**config.mk**
```make
export PLATFORM = sky130hd
export DESIGN_NAME = autoneg_advert_register
export DESIGN_NICKNAME = d
export VERILOG_FILES = /design/src/adv_pkg.sv /design/src/adv_stage_if.sv /design/src/staged_word.sv /design/src/autoneg_advert_register.sv
export SDC_FILE = /design/constraint.sdc
export NUM_CORES = 1
export LEC_CHECK = 0
export BUFFER_PORTS_ARGS = -buffer_cell sky130_fd_sc_hd__buf_2
export CORE_UTILIZATION = 45
export CTS_BUF_LIST = sky130_fd_sc_hd__clkbuf_16
export DETAILED_ROUTE_END_ITERATION = 10
export PLACE_DENSITY = 0.71
export SYNTH_ARGS = -nofsm -noshare
export SYNTH_HDL_FRONTEND = slang
export SYNTH_HIERARCHICAL = 1
export SYNTH_SLANG_ARGS = --single-unit
```
**constraint.sdc**
```tcl
create_clock -name core_clk -period 3.7 [get_ports core_clk]
set_clock_uncertainty 0.05 [all_clocks]
set_input_delay 0.37 -clock core_clk [delete_from_list [all_inputs] [get_ports core_clk]]
set_output_delay 0.37 -clock core_clk [all_outputs]
set_load 0.01 [all_outputs]
```
**src/adv_pkg.sv**
```systemverilog
// Constants and types for the auto-negotiation advertisement register
`default_nettype none

package adv_pkg;

    // ==========================================================
    // Register addressing
    localparam logic [4:0]  ADV_REG_IDX     = 5'h04;

    // ==========================================================
    // Field positions
    localparam int          NEXT_PAGE_BIT   = 15;
    localparam int          RSVD_BIT        = 14;
    localparam int          REMOTE_FAULT_BIT = 13;
    localparam int          EXT_NP_BIT      = 12;
    localparam int          ASYM_PAUSE_BIT  = 11;
    localparam int          PAUSE_BIT       = 10;
    localparam int          FOUR_PAIR_BIT   = 9;
    localparam int          FAST_FULL_BIT   = 8;
    localparam int          FAST_HALF_BIT   = 7;
    localparam int          SLOW_FULL_BIT   = 6;
    localparam int          SLOW_HALF_BIT   = 5;
    localparam int          SEL_MSB         = 4;
    localparam int          SEL_LSB         = 0;

    // ==========================================================
    // Reset value and writable mask
    localparam logic [15:0] ADV_RESET_VAL   = 16'h1DE1;
    localparam logic [15:0] ADV_WR_MASK     = 16'hBDFF;
    localparam logic [4:0]  SEL_IEEE_8023   = 5'h01;
    localparam logic [15:0] ZERO_WORD       = 16'h0000;

    // ==========================================================
    // Why the advertisement was last applied
    typedef enum logic [2:0] {
        CAUSE_NONE,
        CAUSE_SOFT_RESET,
        CAUSE_RESTART,
        CAUSE_PD_EXIT,
        CAUSE_LINK_LOSS
    } apply_cause_t;

endpackage

`default_nettype wire

```
**src/adv_stage_if.sv**
```systemverilog
// Carrier between the register front end and the staged store
`timescale 1ns/1ps
`default_nettype none

interface adv_stage_if;
    logic        wr_en;
    logic [15:0] wr_data;
    logic        apply;
    logic [15:0] pending;
    logic [15:0] active;

    modport ctrl  (output wr_en, output wr_data, output apply, input pending, input active);
    modport store (input wr_en, input wr_data, input apply, output pending, output active);
endinterface

`default_nettype wire

```
**src/staged_word.sv**
```systemverilog
// Two-stage word store: pending copy written at once, active copy on apply
`timescale 1ns/1ps
`default_nettype none

module staged_word #(
    parameter logic [15:0] RESET_VAL = 16'h0000,
    parameter logic [15:0] WR_MASK   = 16'hFFFF
) (
    input  wire logic   core_clk,
    input  wire logic   rst_n,
    adv_stage_if.store  st
);

    logic [15:0] pending_r;
    logic [15:0] active_r;
    logic [15:0] wr_masked;

    // ==========================================================
    // Read-only positions never store a one
    assign wr_masked  = st.wr_data & WR_MASK;
    assign st.pending = pending_r;
    assign st.active  = active_r;

    always_ff @(posedge core_clk or negedge rst_n) begin
        if (!rst_n) begin
            pending_r <= RESET_VAL;
        end else if (st.wr_en) begin
            pending_r <= wr_masked;
        end
    end

    // Write in the apply cycle goes straight through, nothing is lost
    always_ff @(posedge core_clk or negedge rst_n) begin
        if (!rst_n) begin
            active_r <= RESET_VAL;
        end else if (st.apply) begin
            active_r <= st.wr_en ? wr_masked : pending_r;
        end
    end

endmodule

`default_nettype wire

```
**src/autoneg_advert_register.sv**
```systemverilog
// Auto-negotiation advertisement register with deferred take-effect
// ==========================================================
// How it works
// - Writes store at once; negotiation sees them only after an apply event
// - Soft reset request from the control register applies pending contents
// - Negotiation restart applies pending contents before the new negotiation
// - Leaving power-down applies pending contents
// - Next page set with gigabit advertised sends mandatory pages automatically
// - Bit 13 remote fault, writable, resets to zero
// - Bit 12 extended next page enable, writable, resets to one
// - Bit 11 asymmetric pause ability, writable, resets to one
// - Bit 10 pause ability, writable, resets to one
// - Bit 9 four-pair ability is read-only zero
// - Bits 8 to 5 speed and duplex abilities, writable, reset to one
// - Bits 4 to 0 selector, writable, resets to 00001
// - Bit 14 reserved, read-only zero
`timescale 1ns/1ps
`default_nettype none

module autoneg_advert_register (
    input  wire logic              core_clk,
    input  wire logic              rst_n,
    input  wire logic [4:0]        mgmt_reg_addr,
    input  wire logic              mgmt_wr_en,
    input  wire logic [15:0]       mgmt_wr_data,
    input  wire logic              mgmt_rd_en,
    output logic [15:0]            mgmt_rd_data,
    output logic                   mgmt_rd_valid,
    input  wire logic              ctrl_soft_reset,
    input  wire logic              ctrl_an_restart,
    input  wire logic              ctrl_power_down,
    input  wire logic              link_up,
    input  wire logic              gig_advertised,
    output logic [15:0]            adv_active,
    output logic                   adv_apply,
    output adv_pkg::apply_cause_t  apply_cause,
    output logic                   auto_next_page_en
);
    import adv_pkg::*;

    adv_stage_if st ();

    logic         wr_hit;
    logic         rd_hit;
    logic         pd_prev_r;
    logic         link_prev_r;
    logic         pd_exit;
    logic         link_loss;
    logic         apply_now;
    logic         adv_apply_r;
    logic [15:0]  rd_data_r;
    logic         rd_valid_r;
    logic         np_auto_r;
    logic         seen_r;
    apply_cause_t cause_r;
    apply_cause_t cause_nxt;

    // ==========================================================
    // Address decode
    always_comb begin
        if (mgmt_reg_addr == ADV_REG_IDX) begin
            wr_hit = mgmt_wr_en;
            rd_hit = mgmt_rd_en;
        end else begin
            wr_hit = 1'b0;
            rd_hit = 1'b0;
        end
    end

    // ==========================================================
    // Apply events
    // Edge memories reset low so no false exit is seen after reset
    always_ff @(posedge core_clk or negedge rst_n) begin
        if (!rst_n) begin
            pd_prev_r <= 1'b0;
        end else begin
            pd_prev_r <= ctrl_power_down;
        end
    end

    always_ff @(posedge core_clk or negedge rst_n) begin
        if (!rst_n) begin
            link_prev_r <= 1'b0;
        end else begin
            link_prev_r <= link_up;
        end
    end

    assign pd_exit   = pd_prev_r & ~ctrl_power_down;
    assign link_loss = link_prev_r & ~link_up;
    assign apply_now = ctrl_soft_reset | ctrl_an_restart | pd_exit | link_loss;

    // Soft reset reported first when several coincide
    always_comb begin
        if (ctrl_soft_reset) begin
            cause_nxt = CAUSE_SOFT_RESET;
        end else if (ctrl_an_restart) begin
            cause_nxt = CAUSE_RESTART;
        end else if (pd_exit) begin
            cause_nxt = CAUSE_PD_EXIT;
        end else if (link_loss) begin
            cause_nxt = CAUSE_LINK_LOSS;
        end else begin
            cause_nxt = cause_r;
        end
    end

    always_ff @(posedge core_clk or negedge rst_n) begin
        if (!rst_n) begin
            cause_r <= CAUSE_NONE;
        end else begin
            cause_r <= cause_nxt;
        end
    end

    // ==========================================================
    // Staged store
    // pending written now, active on apply
    assign st.wr_en   = wr_hit;
    assign st.wr_data = mgmt_wr_data;
    assign st.apply   = apply_now;

    // mask drops bits 14 and 9
    staged_word #(
        .RESET_VAL (ADV_RESET_VAL),
        .WR_MASK   (ADV_WR_MASK)
    ) u_store (
        .core_clk (core_clk),
        .rst_n    (rst_n),
        .st       (st.store)
    );

    // Pulse marks the cycle the new word is visible
    always_ff @(posedge core_clk or negedge rst_n) begin
        if (!rst_n) begin
            adv_apply_r <= 1'b0;
        end else begin
            adv_apply_r <= apply_now;
        end
    end

    always_ff @(posedge core_clk or negedge rst_n) begin
        if (!rst_n) begin
            np_auto_r <= 1'b0;
        end else begin
            np_auto_r <= st.active[NEXT_PAGE_BIT] & gig_advertised;
        end
    end

    // ==========================================================
    // Register read
    always_ff @(posedge core_clk or negedge rst_n) begin
        if (!rst_n) begin
            rd_data_r <= ZERO_WORD;
        end else if (rd_hit) begin
            rd_data_r <= st.pending;
        end
    end

    always_ff @(posedge core_clk or negedge rst_n) begin
        if (!rst_n) begin
            rd_valid_r <= 1'b0;
        end else begin
            rd_valid_r <= rd_hit;
        end
    end

    assign mgmt_rd_data      = rd_data_r;
    assign mgmt_rd_valid     = rd_valid_r;
    assign adv_active        = st.active;
    assign adv_apply         = adv_apply_r;
    assign apply_cause       = cause_r;
    assign auto_next_page_en = np_auto_r;

    // ==========================================================
    // Checks
    always_ff @(posedge core_clk or negedge rst_n) begin
        if (!rst_n) begin
            seen_r <= 1'b0;
        end else begin
            seen_r <= 1'b1;
        end
    end

    chk_ro_bits_zero: assert property (
        @(posedge core_clk) disable iff (!rst_n)
        st.pending[RSVD_BIT] == 1'b0 && st.pending[FOUR_PAIR_BIT] == 1'b0
        && adv_active[RSVD_BIT] == 1'b0 && adv_active[FOUR_PAIR_BIT] == 1'b0)
        else $error("read-only advertisement bit is set");

    chk_write_masked: assert property (
        @(posedge core_clk) disable iff (!rst_n)
        wr_hit |=> st.pending == ($past(mgmt_wr_data) & ADV_WR_MASK))
        else $error("written advertisement not stored masked");

    // active word holds without an event
    chk_active_holds: assert property (
        @(posedge core_clk) disable iff (!rst_n)
        !apply_now |=> $stable(adv_active))
        else $error("active advertisement changed with no apply event");

    chk_soft_reset_apply: assert property (
        @(posedge core_clk) disable iff (!rst_n)
        ctrl_soft_reset && !wr_hit |=> adv_active == $past(st.pending) && adv_apply)
        else $error("soft reset did not apply pending advertisement");

    chk_restart_apply: assert property (
        @(posedge core_clk) disable iff (!rst_n)
        ctrl_an_restart && !wr_hit |=> adv_active == $past(st.pending) && adv_apply)
        else $error("restart did not apply pending advertisement");

    chk_pd_exit_apply: assert property (
        @(posedge core_clk) disable iff (!rst_n)
        $fell(ctrl_power_down) && !wr_hit |=> adv_active == $past(st.pending))
        else $error("power-down exit did not apply pending advertisement");

    // automatic next pages follow active word
    chk_auto_next_page: assert property (
        @(posedge core_clk) disable iff (!rst_n)
        ##1 auto_next_page_en == ($past(adv_active[NEXT_PAGE_BIT]) && $past(gig_advertised)))
        else $error("automatic next page enable wrong");

    chk_reset_defaults: assert property (
        @(posedge core_clk) disable iff (!rst_n)
        !seen_r |-> st.pending == ADV_RESET_VAL && adv_active == ADV_RESET_VAL
        && adv_active[SEL_MSB:SEL_LSB] == SEL_IEEE_8023)
        else $error("advertisement reset value wrong");

    chk_read_pending: assert property (
        @(posedge core_clk) disable iff (!rst_n)
        rd_hit |=> mgmt_rd_valid && mgmt_rd_data == $past(st.pending))
        else $error("read data differs from stored advertisement");

    chk_link_loss_apply: assert property (
        @(posedge core_clk) disable iff (!rst_n)
        $fell(link_up) |=> adv_apply ##1 !adv_apply || $past(apply_now))
        else $error("link loss did not pulse apply");

    chk_apply_pulse: assert property (
        @(posedge core_clk) disable iff (!rst_n)
        1'b1 |=> adv_apply == $past(apply_now))
        else $error("apply pulse does not follow trigger");

    // write in trigger cycle goes through
    chk_write_through: assert property (
        @(posedge core_clk) disable iff (!rst_n)
        wr_hit && apply_now |=> adv_active == ($past(mgmt_wr_data) & ADV_WR_MASK))
        else $error("write in apply cycle not taken into active word");

    chk_soft_reset_cause: assert property (
        @(posedge core_clk) disable iff (!rst_n)
        ctrl_soft_reset |=> apply_cause == CAUSE_SOFT_RESET)
        else $error("soft reset not reported as apply cause");

    chk_restart_cause: assert property (
        @(posedge core_clk) disable iff (!rst_n)
        ctrl_an_restart && !ctrl_soft_reset |=> apply_cause == CAUSE_RESTART)
        else $error("restart not reported as apply cause");

    chk_unmapped_quiet: assert property (
        @(posedge core_clk) disable iff (!rst_n)
        !rd_hit |=> !mgmt_rd_valid)
        else $error("read valid without a read of this register");

    cov_soft_and_restart: cover property (
        @(posedge core_clk) disable iff (!rst_n)
        ctrl_soft_reset && ctrl_an_restart);

    cov_write_then_restart: cover property (
        @(posedge core_clk) disable iff (!rst_n)
        wr_hit ##[1:8] ctrl_an_restart);

    cov_pd_exit: cover property (
        @(posedge core_clk) disable iff (!rst_n)
        pd_exit ##1 adv_apply);

    cov_auto_np: cover property (
        @(posedge core_clk) disable iff (!rst_n)
        $rose(auto_next_page_en));

    cov_write_in_apply: cover property (
        @(posedge core_clk) disable iff (!rst_n)
        wr_hit && apply_now);

endmodule

`default_nettype wire

```
==> impl_results.md <==
- Worst setup SP type: input pin
- Post-DP HPWL: about 3000 µm
- Worst slew pin tran: 1.00 ns
- Crit. End Element: register
- TritonRoute pass-1 iters: 4
- Gpl congestion: roughly 0.73
- Cell Area, Placed: 0.00256 mm²
- Post-synthesis mux area share: 0.275
- Worst setup margin: 1.49 ns
- Port bufs: 65
- I/O Pins: 68
- Final worst-path cycle share: 0.598
- Syn avg cell area: 17.9 µm²
- Largest family of logic cells by synthesized area: multiplexers
- Largest area contributor in the netlist: dfrtp_1
- Drc violations: 0
- Area Growth Syn to Fin: 22.9%
- Setup WS pre-CTS: 1.18 ns
- Initial Util: 0.470
- First-pass GRT wire length: 6870 µm
- CTS max path bufs: 2
- Fin Setup TNS: 0 ns
- Power Density: around 570 mW/mm²
- DR vias/cell: approximately 4.8
- Relative slew margins: 0.333
- Routed vias: 1244
- Max Freq: 452 MHz
- Antenna cells: 0
- Max-slew violations: 0
- Final hold violations: 0
- Register area share after synthesis: 0.640
- Fillers: 395
- CTS buffer count: 5
- Area of the core: around 0.0047 mm²
- Setup bufs post-CTS: 0
- Critical Path RT: approximately 3.8 ns
- Drt wl/cell: around 16 µm
- Clock-pin slew on the worst setup and hold paths: ~0.07 ns
- DIE AREA: 0.00522 mm²
- Iter 0 DRT Violations: 39
- Nets@finish: 221
- CTS H-tree lvls: 2
- Initial antenna violation count: 0
- Non-filler cells in the finished layout: 259
- Synth Area in Compound Gates: 0.0124
- Simple-gate share of the synthesized area: 0.0366
- Worst Path Arrival: about 2.3 ns
- Share of cells above drive strength 1: 0.724
- Die Span Y: 72.3 µm
- Crit path max fanout: 16
- Synth unique cells: 22
- VDD IR max: between 0.2 and 0.3 mV
- FF-to-FF setup slack: 1.64 ns
- Leak Pwr: 0.00141 µW
- Synth top area share: 0.451
- Adder-Cell Fraction of Synth Area: 0
- Post-Synth XOR/XNOR Area: 0
- Clk sink count: 56
- Design Area, Final: 0.00273 mm²
- Routed Antenna Nets: 0
- Kind of critical path: input pin to register
- Cts hold-fix bufs: 0
- Max-cap violations: 0
- Vias in the first global route: 1350
- DIE WIDTH: 72.3 µm
- Setup violations, final: 0
- Ranking of synthesized cells by area: dfrtp_1 45%, dfstp_2 19%, mux2_4 17%
- Min Tclk post-route: 2.21 ns
- Root Buffer: clkbuf_16
- CP max stage cell: and3b_1
- Most used cell, CP: mux2_2
- Post-synth net total: 154
- Placed cell count: 251
- Pin count of the biggest net entering global routing: 32
- Status: completed
- Resized Gates After CTS: 0
- Worst Hold Class: input pin to async pin
- Critical Path Max Stage Delay: 0.87 ns
- CTS tree: built
- Ys Warns: 6
- Worst-Skew Late Latency: 0.29 ns
- Mapped Cells: 124
- Sequence of cells on the critical path: buf_2 -> nor4b_2 -> and3b_1 -> mux2_2 -> mux2_2
- RSZ-0062 raised after global routing: false
- Mapped Area: 0.00222 mm²
- Synthesized flop and latch total: 56
- Grt total ovfl: 0
- Final wirelength: 4260 µm
- Rows: 25
- All-Layer GR Usage: 0.180
-- placed cells by master, fill, tap and decap left out --
master / netlist / layout
a211oi_1: 1 / 1
a21boi_0: 1 / 1
a21oi_1: 1 / 1
and2_1: 1 / 1
and2b_2: 2 / 2
and3b_1: 2 / 2
buf_2: 1 / 65
buf_4: 1 / 1
bufinv_16: 0 / 1
clkbuf_16: 0 / 5
clkinv_2: 0 / 1
clkinvlp_4: 0 / 1
dfrtp_1: 40 / 40
dfstp_2: 16 / 16
inv_1: 1 / 1
mux2_2: 21 / 21
mux2_4: 25 / 25
nand2_1: 1 / 1
nand2b_1: 1 / 1
nor2_1: 1 / 1
nor2b_1: 1 / 1
nor3_1: 1 / 1
nor4b_2: 1 / 1
o21bai_1: 1 / 1
-- registers in the layout, summed over array words and instances, names as in the netlist --
signal and flops:
mgmt_rd_data 16, auto_next_page_en 1, pd_prev_r 1, link_prev_r 1
apply_cause 3, u_store/st.pending 16, mgmt_rd_valid 1, u_store/st.active 16
adv_apply 1
-- critical path: cells and delay by family --
kind / cells / cell delay (ns)
buf+inv: 1 / 0.10
simple gates: 2 / 1.16
mux: 2 / 0.70
-- worst paths after layout --
| check | startpoint | end | cells after the start |
|---|---|---|---|
| worst max-delay path | mgmt_reg_addr[1] | u_store/st.active[1]$_DFFE_PN0P_ | 5 |
| worst min-delay path | rst_n | mgmt_rd_valid$_DFF_PN0_ | 1 |
| worst min register to register | u_store/st.active[15]$_DFFE_PN0P_ | auto_next_page_en$_DFF_PN0_ | 1 |
| min in group core_clk | ctrl_power_down | pd_prev_r$_DFF_PN0_ | 1 |
| max in group asynchronous | rst_n | u_store/st.active[7]$_DFFE_PN1P_ | 2 |
| worst max register to register | pd_prev_r$_DFF_PN0_ | u_store/st.active[4]$_DFFE_PN0P_ | 4 |
-- where the power goes --
part | internal, µW | total [µW] | leakage, µW | switching [µW]
logic | 143 | 250 | 0.000635 | 107
registers | 726 | 773 | 0.000692 | 46.9
clock network | 318 | 525 | 0.0000798 | 207
-- metrics by stage --
stage,utilization,hold WS [ns],total power [µW]
after global routing,0.578,0.0593,1620
after global placement,0.543,0.326,1020
after CTS,0.578,0.0387,1570
after detailed placement,0.543,0.353,1040
final,0.578,0.0162,1550
after floorplan,-,0.0244,925
-- cell usage after synthesis (all sizes together) --
master	n
buf	6
dfstp	16
nand2b	1
a211oi	1
and2	1
nor3	1
inv	1
and2b	2
nor2b	1
dfrtp	40
nand2	1
and3b	2
mux2	46
a21oi	1
nor2	1
o21bai	1
nor4b	1
a21boi	1
-- area by class of cell --
class                           count  area (µm²)  area share
Inverter                            1        3.75     0.00137
Clock buffer                        5         125      0.0458
Multi-Input combinational cell     61         721       0.264
Clock inverter                      3        42.5      0.0156
Sequential cell                    56        1420       0.521
Tap cell                           67        83.8      0.0307
Timing Repair Buffer               66         333       0.122
-- metal layers --
metal,track usage,share of wire,vias to the layer above
met4,0.0741,0.013,0
met2,0.317,0.52,40
li1,-,-,564
met3,0.0444,0.042,5
met1,0.211,0.42,635
met5,0,0,-
-- cell families after synthesis --
logic type             after synthesis
DFF                                 56
muxes                               46
and+or+nand+nor                     11
buffers and inverters                7
AOI/OAI and AO/OA                    4
(Power assumes the default switching activity.)
